## src/pkg/serial_cfg_pkg.sv

```systemverilog
// Constants, field positions and types for the serial configuration register block
// What this block does
// - Bit 7 write-one resets port, self-clears
// - Reset loads registers with default values
// - Bit 6 picks LSB-first shift, resets 0
// - Bits 5/2 pick address increment, reset 0
// - Decode interface and clock/pin control regions
// - Decode fast detect and downconverter regions
// - Output sample mode register resets to 0x01
// - Bit 0 mirrors bit 7 soft reset
package serial_cfg_pkg;

    // ****************************************
    // Address map
    // ****************************************
    localparam int         ADDR_W         = 15;
    localparam logic [14:0] CFG_A_ADDR    = 15'h0000;
    localparam logic [14:0] OUT_MODE_ADDR = 15'h0561;

    // Region bounds
    localparam logic [14:0] IFACE_LO      = 15'h0000;
    localparam logic [14:0] IFACE_HI      = 15'h000f;
    localparam logic [14:0] CLKPIN_LO     = 15'h003f;
    localparam logic [14:0] CLKPIN_HI     = 15'h0201;
    localparam logic [14:0] FDET_LO       = 15'h0245;
    localparam logic [14:0] FDET_HI       = 15'h027a;
    localparam logic [14:0] DDC_LO        = 15'h0300;
    localparam logic [14:0] DDC_HI        = 15'h03cd;

    // ****************************************
    // Configuration register A fields
    // ****************************************
    localparam int SRST_MIRROR_BIT = 7;
    localparam int LSB_MIRROR_BIT  = 6;
    localparam int ASC_MIRROR_BIT  = 5;
    localparam int ASC_BIT         = 2;
    localparam int LSB_BIT         = 1;
    localparam int SRST_BIT        = 0;

    // Reset values
    localparam logic        LSB_FIRST_RST = 1'b0;
    localparam logic        ASCEND_RST    = 1'b0;
    localparam logic [7:0]  OUT_MODE_RST  = 8'h01;

    // ****************************************
    // Timing
    // ****************************************
    localparam int CLK_HZ        = 20_000_000;
    localparam int SRST_WAIT_MS  = 5;
    localparam int SRST_WAIT_CYC = CLK_HZ / 1000 * SRST_WAIT_MS;

    // Frame layout
    localparam int INSTR_BITS = 16;
    localparam int BYTE_BITS  = 8;

    // ****************************************
    // Types
    // ****************************************
    typedef enum logic [2:0] {
        REGION_NONE,
        REGION_IFACE,
        REGION_CLKPIN,
        REGION_FDET,
        REGION_DDC
    } region_type;

    typedef enum logic [1:0] {
        IDLE_ST,
        INSTR_ST,
        DATA_ST,
        ABORT_ST
    } port_state_type;

endpackage : serial_cfg_pkg

```

## src/logic/region_decode.sv

```systemverilog
// Address region decoder for the serial register space
`timescale 1ns/1ps
module region_decode (
    input  wire logic [14:0]               addr,
    output serial_cfg_pkg::region_type     region
);

    // ****************************************
    // Region match
    // ****************************************
    // Unlisted addresses land in REGION_NONE; the region decode does not gate writes
    always_comb begin
        if (addr >= serial_cfg_pkg::IFACE_LO && addr <= serial_cfg_pkg::IFACE_HI) begin
            region = serial_cfg_pkg::REGION_IFACE;
        end else if (addr >= serial_cfg_pkg::CLKPIN_LO && addr <= serial_cfg_pkg::CLKPIN_HI) begin
            region = serial_cfg_pkg::REGION_CLKPIN;
        end else if (addr >= serial_cfg_pkg::FDET_LO && addr <= serial_cfg_pkg::FDET_HI) begin
            region = serial_cfg_pkg::REGION_FDET;
        end else if (addr >= serial_cfg_pkg::DDC_LO && addr <= serial_cfg_pkg::DDC_HI) begin
            region = serial_cfg_pkg::REGION_DDC;
        end else begin
            region = serial_cfg_pkg::REGION_NONE;
        end
    end

endmodule : region_decode

```

## src/logic/serial_cfg_regs.sv

```systemverilog
// Three-wire serial port with configuration register A and output mode register
`timescale 1ns/1ps
module serial_cfg_regs #(
    parameter int SRST_WAIT_CYC = serial_cfg_pkg::SRST_WAIT_CYC
) (
    input  wire logic                       clk,
    input  wire logic                       resetn,
    input  wire logic                       sclk,
    input  wire logic                       csn,
    input  wire logic                       sdio_i,
    output logic                            sdio_o,
    output logic                            sdio_oe,
    output logic                            lsb_first,
    output logic                            addr_ascend,
    output logic [7:0]                      out_mode,
    output logic                            soft_reset,
    output logic                            boot_busy,
    output serial_cfg_pkg::region_type      region
);

    // ****************************************
    // Declarations
    // ****************************************
    serial_cfg_pkg::port_state_type state_ff;
    logic        sclk_q_ff;
    logic        sclk_rise;
    logic        sclk_fall;
    logic [3:0]  bit_cnt_ff;
    logic [15:0] instr_ff;
    logic [15:0] nxt_instr;
    logic [14:0] addr_ff;
    logic [14:0] nxt_addr;
    logic        read_ff;
    logic [7:0]  rx_ff;
    logic [7:0]  nxt_rx;
    logic [7:0]  tx_ff;
    logic [7:0]  rd_data;
    logic        wr_commit;
    logic        lsb_first_ff;
    logic        ascend_ff;
    logic [7:0]  out_mode_ff;
    logic        srst_ff;
    logic        sdio_o_ff;
    logic        sdio_oe_ff;
    logic [16:0] boot_cnt_ff;
    logic        srst_req;
    serial_cfg_pkg::region_type wr_region;

    // ****************************************
    // Serial clock edges
    // ****************************************
    // Pins are already synchronous, so one stage suffices for edge detection
    always_ff @(posedge clk or negedge resetn) begin
        if (!resetn) begin
            sclk_q_ff <= 1'b0;
        end else begin
            sclk_q_ff <= sclk;
        end
    end

    assign sclk_rise = sclk & ~sclk_q_ff & ~csn;
    assign sclk_fall = ~sclk & sclk_q_ff & ~csn;

    // Shift-in values honour the selected bit order
    always_comb begin
        if (lsb_first_ff) begin
            nxt_instr = {sdio_i, instr_ff[15:1]};
            nxt_rx    = {sdio_i, rx_ff[7:1]};
        end else begin
            nxt_instr = {instr_ff[14:0], sdio_i};
            nxt_rx    = {rx_ff[6:0], sdio_i};
        end
    end

    // Address for the next byte of a multibyte transfer
    // step direction from ascension bit
    assign nxt_addr = ascend_ff ? addr_ff + 15'h0001 : addr_ff - 15'h0001;

    // Write happens on the eighth data bit of a write frame
    assign wr_commit = sclk_rise && (state_ff == serial_cfg_pkg::DATA_ST) && !read_ff
                       && (bit_cnt_ff == 4'(serial_cfg_pkg::BYTE_BITS - 1));

    // ****************************************
    // Frame sequencer
    // ****************************************
    // A soft reset drops the frame; the port waits for chip select to rise
    always_ff @(posedge clk or negedge resetn) begin
        if (!resetn) begin
            state_ff   <= serial_cfg_pkg::IDLE_ST;
            bit_cnt_ff <= 4'h0;
            instr_ff   <= 16'h0000;
            addr_ff    <= 15'h0000;
            read_ff    <= 1'b0;
            rx_ff      <= 8'h00;
        end else if (srst_ff) begin
            state_ff   <= csn ? serial_cfg_pkg::IDLE_ST : serial_cfg_pkg::ABORT_ST;
            bit_cnt_ff <= 4'h0;
            read_ff    <= 1'b0;
        end else if (csn) begin
            state_ff   <= serial_cfg_pkg::IDLE_ST;
            bit_cnt_ff <= 4'h0;
        end else begin
            case (state_ff)
                serial_cfg_pkg::IDLE_ST: begin
                    state_ff   <= serial_cfg_pkg::INSTR_ST;
                    bit_cnt_ff <= 4'h0;
                end
                serial_cfg_pkg::INSTR_ST: begin
                    if (sclk_rise) begin
                        instr_ff   <= nxt_instr;
                        bit_cnt_ff <= bit_cnt_ff + 4'h1;
                        if (bit_cnt_ff == 4'(serial_cfg_pkg::INSTR_BITS - 1)) begin
                            state_ff   <= serial_cfg_pkg::DATA_ST;
                            bit_cnt_ff <= 4'h0;
                            // Read flag sits in bit 15 in either bit order
                            read_ff    <= lsb_first_ff ? nxt_instr[15] : nxt_instr[15];
                            addr_ff    <= lsb_first_ff ? nxt_instr[14:0] : nxt_instr[14:0];
                        end
                    end
                end
                serial_cfg_pkg::DATA_ST: begin
                    if (sclk_rise) begin
                        rx_ff <= nxt_rx;
                        if (bit_cnt_ff == 4'(serial_cfg_pkg::BYTE_BITS - 1)) begin
                            bit_cnt_ff <= 4'h0;
                            addr_ff    <= nxt_addr;
                        end else begin
                            bit_cnt_ff <= bit_cnt_ff + 4'h1;
                        end
                    end
                end
                serial_cfg_pkg::ABORT_ST: begin
                    state_ff <= serial_cfg_pkg::ABORT_ST;
                end
                default: begin
                    state_ff <= serial_cfg_pkg::IDLE_ST;
                end
            endcase
        end
    end

    // ****************************************
    // Register write path
    // ****************************************
    region_decode u_region_decode (
        .addr   (addr_ff),
        .region (wr_region)
    );

    // Either soft reset bit requests the reset
    // bit 0 duplicates bit 7
    assign srst_req = wr_commit && (addr_ff == serial_cfg_pkg::CFG_A_ADDR)
                      && (nxt_rx[serial_cfg_pkg::SRST_MIRROR_BIT]
                          || nxt_rx[serial_cfg_pkg::SRST_BIT]);

    // Soft reset pulse, never stored as a readable bit
    // self-clearing, writing 0 does nothing
    always_ff @(posedge clk or negedge resetn) begin
        if (!resetn) begin
            srst_ff <= 1'b0;
        end else begin
            srst_ff <= srst_req;
        end
    end

    // Configuration register A; mirrored pairs share one flop
    always_ff @(posedge clk or negedge resetn) begin
        if (!resetn) begin
            lsb_first_ff <= serial_cfg_pkg::LSB_FIRST_RST;
            ascend_ff    <= serial_cfg_pkg::ASCEND_RST;
        end else if (srst_ff) begin
            lsb_first_ff <= serial_cfg_pkg::LSB_FIRST_RST;
            ascend_ff    <= serial_cfg_pkg::ASCEND_RST;
        end else if (wr_commit && addr_ff == serial_cfg_pkg::CFG_A_ADDR && !srst_req) begin
            lsb_first_ff <= nxt_rx[serial_cfg_pkg::LSB_MIRROR_BIT]
                            | nxt_rx[serial_cfg_pkg::LSB_BIT];
            ascend_ff    <= nxt_rx[serial_cfg_pkg::ASC_MIRROR_BIT]
                            | nxt_rx[serial_cfg_pkg::ASC_BIT];
        end
    end

    // Output sample mode register
    always_ff @(posedge clk or negedge resetn) begin
        if (!resetn) begin
            out_mode_ff <= serial_cfg_pkg::OUT_MODE_RST;
        end else if (srst_ff) begin
            out_mode_ff <= serial_cfg_pkg::OUT_MODE_RST;
        end else if (wr_commit && addr_ff == serial_cfg_pkg::OUT_MODE_ADDR) begin
            out_mode_ff <= nxt_rx;
        end
    end

    // ****************************************
    // Read path
    // ****************************************
    // Unimplemented locations read as zero
    always_comb begin
        rd_data = 8'h00;
        if (addr_ff == serial_cfg_pkg::CFG_A_ADDR) begin
            // bits 4:3 and reset bits read 0
            rd_data[serial_cfg_pkg::LSB_MIRROR_BIT] = lsb_first_ff;
            rd_data[serial_cfg_pkg::LSB_BIT]        = lsb_first_ff;
            rd_data[serial_cfg_pkg::ASC_MIRROR_BIT] = ascend_ff;
            rd_data[serial_cfg_pkg::ASC_BIT]        = ascend_ff;
        end else if (addr_ff == serial_cfg_pkg::OUT_MODE_ADDR) begin
            rd_data = out_mode_ff;
        end
    end

    // Drive data on falling edges so the host samples on the rising one
    always_ff @(posedge clk or negedge resetn) begin
        if (!resetn) begin
            tx_ff      <= 8'h00;
            sdio_o_ff  <= 1'b0;
            sdio_oe_ff <= 1'b0;
        end else if (csn || srst_ff || state_ff != serial_cfg_pkg::DATA_ST || !read_ff) begin
            sdio_oe_ff <= 1'b0;
        end else if (sclk_fall) begin
            sdio_oe_ff <= 1'b1;
            if (bit_cnt_ff == 4'h0) begin
                tx_ff     <= lsb_first_ff ? {1'b0, rd_data[7:1]} : {rd_data[6:0], 1'b0};
                sdio_o_ff <= lsb_first_ff ? rd_data[0] : rd_data[7];
            end else begin
                tx_ff     <= lsb_first_ff ? {1'b0, tx_ff[7:1]} : {tx_ff[6:0], 1'b0};
                sdio_o_ff <= lsb_first_ff ? tx_ff[0] : tx_ff[7];
            end
        end
    end

    // ****************************************
    // Recovery window after soft reset
    // ****************************************
    // Flags the wait the host owes; writes are not blocked by it
    always_ff @(posedge clk or negedge resetn) begin
        if (!resetn) begin
            boot_cnt_ff <= 17'h00000;
        end else if (srst_ff) begin
            boot_cnt_ff <= 17'(SRST_WAIT_CYC);
        end else if (boot_cnt_ff != 17'h00000) begin
            boot_cnt_ff <= boot_cnt_ff - 17'h00001;
        end
    end

    // ****************************************
    // Outputs
    // ****************************************
    assign sdio_o      = sdio_o_ff;
    assign sdio_oe     = sdio_oe_ff;
    assign lsb_first   = lsb_first_ff;
    assign addr_ascend = ascend_ff;
    assign out_mode    = out_mode_ff;
    assign soft_reset  = srst_ff;
    assign boot_busy   = boot_cnt_ff != 17'h00000;
    assign region      = wr_region;

endmodule : serial_cfg_regs

```

## config.mk

```make
export PLATFORM = sky130hd
export DESIGN_NAME = serial_cfg_regs
export DESIGN_NICKNAME = d
export VERILOG_FILES = /design/src/pkg/serial_cfg_pkg.sv /design/src/logic/region_decode.sv /design/src/logic/serial_cfg_regs.sv
export SDC_FILE = /design/constraint.sdc
export NUM_CORES = 1
export LEC_CHECK = 0
export BUFFER_PORTS_ARGS = -buffer_cell sky130_fd_sc_hd__buf_2
export CAP_MARGIN = 30
export CELL_PAD_IN_SITES_DETAIL_PLACEMENT = 1
export CELL_PAD_IN_SITES_GLOBAL_PLACEMENT = 1
export CORE_MARGIN = 8
export CORE_UTILIZATION = 35
export CTS_CLUSTER_DIAMETER = 60
export DETAILED_ROUTE_END_ITERATION = 12
export PLACE_DENSITY = 0.58
export SYNTH_ARGS = -nofsm -noshare
export SYNTH_HDL_FRONTEND = slang
export SYNTH_SLANG_ARGS = --single-unit
```

## constraint.sdc

```tcl
create_clock -name clk -period 4.85 [get_ports clk]
set_input_delay 0.97 -clock clk [delete_from_list [all_inputs] [get_ports clk]]
set_output_delay 0.97 -clock clk [all_outputs]
set_load 0.01 [all_outputs]
```

After elaboration in Yosys (flattened, before gate mapping) --
Index checks and enable logic that the tools add are counted.
Operators by class: $add $sub $neg 4, order comparisons 8, equal/unequal tests 15, muxes and demuxes 52, bitwise logic cells 11, reduce and logical (&&, ||, !) cells 38
Operators with widths (number):
- 15-bit 2-to-1 mux | 5
- 8-bit 2-to-1 mux | 7
- 15-bit by 10-bit <= comparator with 1-bit output (second input constant) | 3
- 17-bit 2-to-1 mux | 2
- 15-bit by 10-bit greater-or-equal comparator with 1-bit output (second input constant) | 2
- 15-bit one-hot mux with 2 select lines | 1
- 4-bit 2-to-1 mux | 6
- 17-bit nonzero test | 1
- 17-bit by 1-bit subtractor with 17-bit output (second input constant) | 1
- 1-bit 2-to-1 mux | 16
- 16-bit 2-to-1 mux | 1
- 2-bit 2-to-1 mux | 8
- 2-bit nonzero test | 8
- 15-bit by 1-bit adder with 15-bit output (second input constant) | 1
- 15-bit by 11-bit == test with 1-bit output (second input constant) | 1
- 15-bit by 1-bit greater-or-equal comparator with 1-bit output (second input constant) | 1
- 15-bit by 6-bit greater-or-equal comparator with 1-bit output (second input constant) | 1
- 15-bit by 4-bit <= comparator with 1-bit output (second input constant) | 1
- 15-bit zero test | 1
- 15-bit by 1-bit subtractor with 15-bit output (second input constant) | 1
- 3-bit 2-to-1 mux | 4
- 4-bit != test (second input constant) | 3
- 4-bit one-hot mux with 3 select lines | 1
- 4-bit AND reduction | 3
- 20 further kinds | 49
Storage, ports and cells: flip-flop bits (word level) 85, output and inout port bits 17, word-level logic and storage cells 143

Logic depth before layout (Yosys ltp) --
word-level depth 12, depth in mapped cells 11, gate-level depth less buffers 9

Modules after synthesis --
From an unflattened synthesis, not the netlist that was laid out.
Unflattened totals: cells, all modules 566, area, all modules 5059.9 um2
Modules (own cells, without submodules):
- serial_cfg_regs | times used 1, cells each 543, area each 4922.2 um2, sequential area each 2128.3 um2
- region_decode | times used 1, cells each 23, area each 137.6 um2, sequential area each 0.0 um2

Worst setup path after synthesis --
Ideal clock, no wire load.
path type reg-to-output, from reg boot_cnt_ff[11], to out boot_busy, arrival time 1.755 ns, data required time 3.880 ns, path slack 2.125 ns, cell stages (with the launch flop) 6, buffers on the path 0, cell sequence dfrtp_1 -> or4_1 -> nor4b_2 -> nand4b_1 -> nor2_4 -> inv_2
On the way: word-level cells in the longest chain between the ends 1
Ends and longest elaborated chain:
- from (decl) | line serial_cfg_regs.sv:45 | logic [16:0] boot_cnt_ff;
- from (signal assigned) | line serial_cfg_regs.sv:238 | boot_cnt_ff <= 17'(SRST_WAIT_CYC);
- from (signal assigned) | line serial_cfg_regs.sv:240 | boot_cnt_ff <= boot_cnt_ff - 17'h00001;
- 17-bit nonzero test | line serial_cfg_regs.sv:253 | assign boot_busy = boot_cnt_ff != 17'h00000;
- to (decl) | line serial_cfg_regs.sv:17 | output logic boot_busy,
No other way between the ends.

Worst setup path in the final report --
Same ends and word-level chain as after synthesis.

==> report_table.html <==
<table>
<tr><th>Metric</th><th>Value</th></tr>
<tr><th colspan="2">Run status</th></tr>
<tr><td>Run status</td><td>completed</td></tr>
<tr><th colspan="2">Synth</th></tr>
<tr><td>Post-Synthesis Cell Area</td><td>a little over 5000 um2</td></tr>
<tr><td>Post-synth cell types</td><td>58</td></tr>
<tr><td>Synthesized area per cell</td><td>between 9 and 10 um2</td></tr>
<tr><td>Cell with the most instances after synthesis</td><td>dfrtp_1</td></tr>
<tr><td>Adder and majority gate portion of the synthesized area</td><td>about 5.5%</td></tr>
<tr><td>Sequential element share of the synthesized area</td><td>41.30%</td></tr>
<tr><td>Synthesized netlist cell count</td><td>between 500 and 600</td></tr>
<tr><td>Yosys synthesis warning count</td><td>0</td></tr>
<tr><td>Area contributors post-synth</td><td>dfrtp_1 41%, ha_1 5.1%, nand2_1 4.9%, o21ai_0 4.9%, mux2i_1 4.1%</td></tr>
<tr><td>Synthesized netlist net count</td><td>just under 600</td></tr>
<tr><td>Synth cell count leaders</td><td>84 x dfrtp_1, 67 x nand2_1, 50 x o21ai_0</td></tr>
<tr><td>Post-synthesis compound-gate area fraction</td><td>roughly 18%</td></tr>
<tr><td>Largest area contributor in the synthesized netlist</td><td>dfrtp_1</td></tr>
<tr><td>Ys flop type</td><td>dfrtp_1</td></tr>
<tr><td>Register bit total from synthesis</td><td>85</td></tr>
<tr><td>Xor and xnor fraction of the mapped netlist area</td><td>3.399%</td></tr>
<tr><td>Synth async-reset ratio</td><td>100.0%</td></tr>
<tr><td>Dominant combinational cell family by area after synthesis</td><td>simple AND/OR/NAND/NOR gates</td></tr>
<tr><td>Simple-gate share of the synthesized area</td><td>between 15 and 20%</td></tr>
<tr><td>Share of cell area taken by muxes after synthesis</td><td>between 8 and 9%</td></tr>
<tr><td>Post-synth top area share</td><td>40.79%</td></tr>
<tr><td>Post-synth EDFFs</td><td>0</td></tr>
<tr><th colspan="2">STA</th></tr>
<tr><td>Final Slew Violations</td><td>0</td></tr>
<tr><td>Setup repair after global routing missed its margin</td><td>false</td></tr>
<tr><td>Slew at the pin closest to its max-slew limit</td><td>roughly 0.98 ns</td></tr>
<tr><td>Share of the cycle needed by the critical path after routing</td><td>a little under three quarters</td></tr>
<tr><td>Final Setup Violations</td><td>0</td></tr>
<tr><td>Period minus WS final</td><td>about 3.5 ns</td></tr>
<tr><td>Setup TNS</td><td>0 ns</td></tr>
<tr><td>Highest clock rate</td><td>0.2890 GHz</td></tr>
<tr><td>Slew HR</td><td>34.31%</td></tr>
<tr><td>Clock Skew</td><td>0.01377 ns</td></tr>
<tr><td>Count of final hold-check violations</td><td>0</td></tr>
<tr><th colspan="2">GRT</th></tr>
<tr><td>Global-route wire length before repair</td><td>21,870 um</td></tr>
<tr><td>Antenna violations before repair</td><td>0</td></tr>
<tr><td>Number of global-route vias before repair</td><td>4,278</td></tr>
<tr><td>GRT Resource Usage Total</td><td>14.60%</td></tr>
<tr><td>Maximum number of pins on one net before global-route repair</td><td>54</td></tr>
<tr><td>Remaining Overflow, GRT</td><td>0</td></tr>
<tr><th colspan="2">Min path</th></tr>
<tr><td>Hold wc startpoint</td><td>sdio_o$_DFFE_PN0P_</td></tr>
<tr><td>Tightest Hold Check Type</td><td>reg -&gt; reg</td></tr>
<tr><th colspan="2">Clock network</th></tr>
<tr><td>Clock H-tree levels</td><td>3</td></tr>
<tr><td>TritonCTS clock tree</td><td>yes</td></tr>
<tr><td>Maximum buffer depth of the clock tree</td><td>2</td></tr>
<tr><td>CTS hold repair buffers</td><td>0</td></tr>
<tr><td>Setup bufs post-CTS</td><td>0</td></tr>
<tr><td>Root buffer cell</td><td>clkbuf_16</td></tr>
<tr><td>Post-cts repair resize count</td><td>0</td></tr>
<tr><td>Clock buffers created by TritonCTS</td><td>9</td></tr>
<tr><td>Clock insertion delay at the later pin of the skew report</td><td>0.35 ns</td></tr>
<tr><td>Reg clk slew, reported paths</td><td>around 0.060 ns</td></tr>
<tr><td>Sinks on Clock Net</td><td>85</td></tr>
<tr><th colspan="2">Worst setup path</th></tr>
<tr><td>Critical Path Sink Type</td><td>primary output</td></tr>
<tr><td>R2R Path Start</td><td>addr_ascend$_DFFE_PN0P_</td></tr>
<tr><td>Type of origin of the critical path</td><td>flip-flop</td></tr>
<tr><td>Worst Path Class, Setup</td><td>reg -&gt; out</td></tr>
<tr><td>Required @ worst endpoint</td><td>3.88 ns</td></tr>
<tr><td>Origin of the worst setup path</td><td>boot_cnt_ff[11]$_DFFE_PN0P_</td></tr>
<tr><td>Data arrival, critical path</td><td>2.49 ns</td></tr>
<tr><td>Highest net fanout along the worst path</td><td>7</td></tr>
<tr><th colspan="2">Drt</th></tr>
<tr><td>DRC errors left</td><td>0</td></tr>
<tr><td>First-pass iteration count of the detailed router</td><td>4</td></tr>
<tr><td>Total via count after detailed routing</td><td>between 4,000 and 5,000</td></tr>
<tr><td>Residual antenna-violating net count after detailed routing</td><td>0</td></tr>
<tr><td>Violation count after the first detailed-routing iteration</td><td>approximately 140</td></tr>
<tr><td>WL per Instance</td><td>around 17 um</td></tr>
<tr><td>Number of vias per cell after detailed routing</td><td>between 5 and 6</td></tr>
<tr><td>Overall routed net length</td><td>12,970 um</td></tr>
<tr><th colspan="2">Pwr</th></tr>
<tr><td>Final total power</td><td>~3 mW</td></tr>
<tr><td>Leak pwr</td><td>around 2.6 nW</td></tr>
<tr><td>Power density cells</td><td>about 540 nW/um2</td></tr>
<tr><td>Max IR drop VDD</td><td>208.6 uV</td></tr>
<tr><th colspan="2">Cells and area</th></tr>
<tr><td>Area growth from synthesis to layout</td><td>11.31%</td></tr>
<tr><td>Finished Layout Cells</td><td>about 760</td></tr>
<tr><td>Sequential standard cell area</td><td>roughly 2100 um2</td></tr>
<tr><td>Area used by multi-input combinational logic</td><td>~2800 um2</td></tr>
<tr><td>Number of nets in the final layout</td><td>roughly 600</td></tr>
<tr><td>Filler cell count</td><td>1,671</td></tr>
<tr><td>Antenna fix cells</td><td>0</td></tr>
<tr><td>Fraction of final layout cells with drive strength greater than 1</td><td>between 10% and 20%</td></tr>
<tr><th colspan="2">Floorplan</th></tr>
<tr><td>Y dimension of the die</td><td>about 140 um</td></tr>
<tr><td>Placeable core area</td><td>14,480 um2</td></tr>
<tr><td>Row count</td><td>between 40 and 50</td></tr>
<tr><td>Initial standard-cell utilization of the core</td><td>a little over a third</td></tr>
<tr><td>I/O pin count</td><td>22</td></tr>
<tr><td>Area of the die</td><td>about 19,000 um2</td></tr>
<tr><td>Horiz. Die Dim</td><td>between 100 and 150 um</td></tr>
<tr><th colspan="2">Placement</th></tr>
<tr><td>Placed wire-length estimate after detailed placement</td><td>about 9400 um</td></tr>
<tr><td>Gp weighted congestion</td><td>between 0.7 and 0.8</td></tr>
<tr><td>Port-buffer cells</td><td>21</td></tr>
<tr><td>Number of placed instances, taps included</td><td>743</td></tr>
<tr><th colspan="2">Run</th></tr>
<tr><td>MaxCap Viol Count</td><td>0</td></tr>
</table>
==> sequential cells by signal, summed over array words and instances, names as in the netlist <==
register and flops:
out_mode 8, boot_cnt_ff 17, sdio_o 1, sclk_q_ff 1
lsb_first 1, rx_ff 8, sdio_oe 1, soft_reset 1
tx_ff 8, addr_ascend 1, read_ff 1, bit_cnt_ff 4
instr_ff 16, state_ff 2, addr_ff 15
==> layer usage <==
metal,share of wire (%),GRT usage [%]
met1,49,18.64
met2,47,24.21
met3,2.7,2.991
met4,1.6,4.647
met5,0,0
==> where the power goes <==
group          switching, mW  leakage, nW  internal, mW  total (mW)
clock network          0.285        0.160         0.481       0.766
registers              0.117         1.16         0.800       0.917
logic                  0.830         1.29         0.577        1.41
==> placed cells by master (no fill, tap or decap), types with 3 or more instances in the layout <==
| cell type | count |
|---|---|
| nor2b_1 | 7 |
| nor3b_1 | 4 |
| a22oi_1 | 3 |
| dfrtp_1 | 83 |
| a211oi_1 | 7 |
| inv_1 | 21 |
| and2_1 | 3 |
| ha_1 | 21 |
| a21o_1 | 11 |
| o21ai_0 | 50 |
| a21oi_1 | 41 |
| or3_1 | 4 |
| o31ai_1 | 5 |
| clkbuf_16 | 9 |
| nand4_1 | 7 |
| nand2b_1 | 6 |
| a31oi_1 | 10 |
| nand3_1 | 14 |
| nand2_1 | 67 |
| xnor2_1 | 14 |
| mux2_2 | 18 |
| buf_2 | 20 |
| nor3_1 | 15 |
| mux2i_1 | 21 |
| buf_4 | 5 |
| xor2_1 | 6 |
| nor2_1 | 39 |
| nor4_1 | 6 |
| a22o_1 | 10 |
==> cell type report <==
class | count | area share, %
multi-input combinational | 426 | 48.94
sequential | 85 | 37.12
clock buffer | 13 | 4.537
tap | 184 | 4.013
timing repair buffer | 26 | 2.748
inverter | 22 | 1.439
clock inverter | 3 | 1.200
==> per-stage QoR <==
stage	utilization, %	worst slack, ns	instance area, um2	hold slack [ns]
after floorplan	-	2.125	5154	0.4460
after global placement	37.21	1.730	5388	0.4641
after detailed placement	37.35	1.688	5408	0.4763
after CTS	39.62	1.370	5737	0.4907
after global routing	39.62	1.242	5737	0.5156
final	39.62	1.390	5737	0.4834
==> kinds of logic (layout without fill, tap and decap cells) <==
group | count (synthesis) | count (layout)
buffers and inverters | 50 | 64
multiplexers | 41 | 41
flip-flops | 85 | 85
adder cells (fa/ha/maj) | 22 | 22
AND/OR/NAND/NOR | 190 | 190
AO/OA/AOI/OAI | 153 | 153
XOR/XNOR | 20 | 20
==> final timing paths <==
kind | slack (ns) | to | depth (start not counted)
max in group asynchronous | 3.29 | state_ff[1]$_DFFE_PN0P_ | 2
min | 0.48 | sdio_o$_DFFE_PN0P_ | 2
max | 1.39 | boot_busy | 6
min in group asynchronous | 0.66 | tx_ff[4]$_DFFE_PN0P_ | 1
max reg2reg | 1.89 | addr_ff[13]$_DFFE_PN0P_ | 9
min reg2reg | 0.48 | sdio_o$_DFFE_PN0P_ | 2
==> critical path: stages, from the launching register on <==
cell and delay [ns]:
dfrtp_1 0.39, or4_1 0.62, nor4b_2 0.34, nand4b_1 0.31, nor2_4 0.27, inv_2 0.08, buf_2 0.14
No activity file was read; power rests on OpenSTA's default activity.
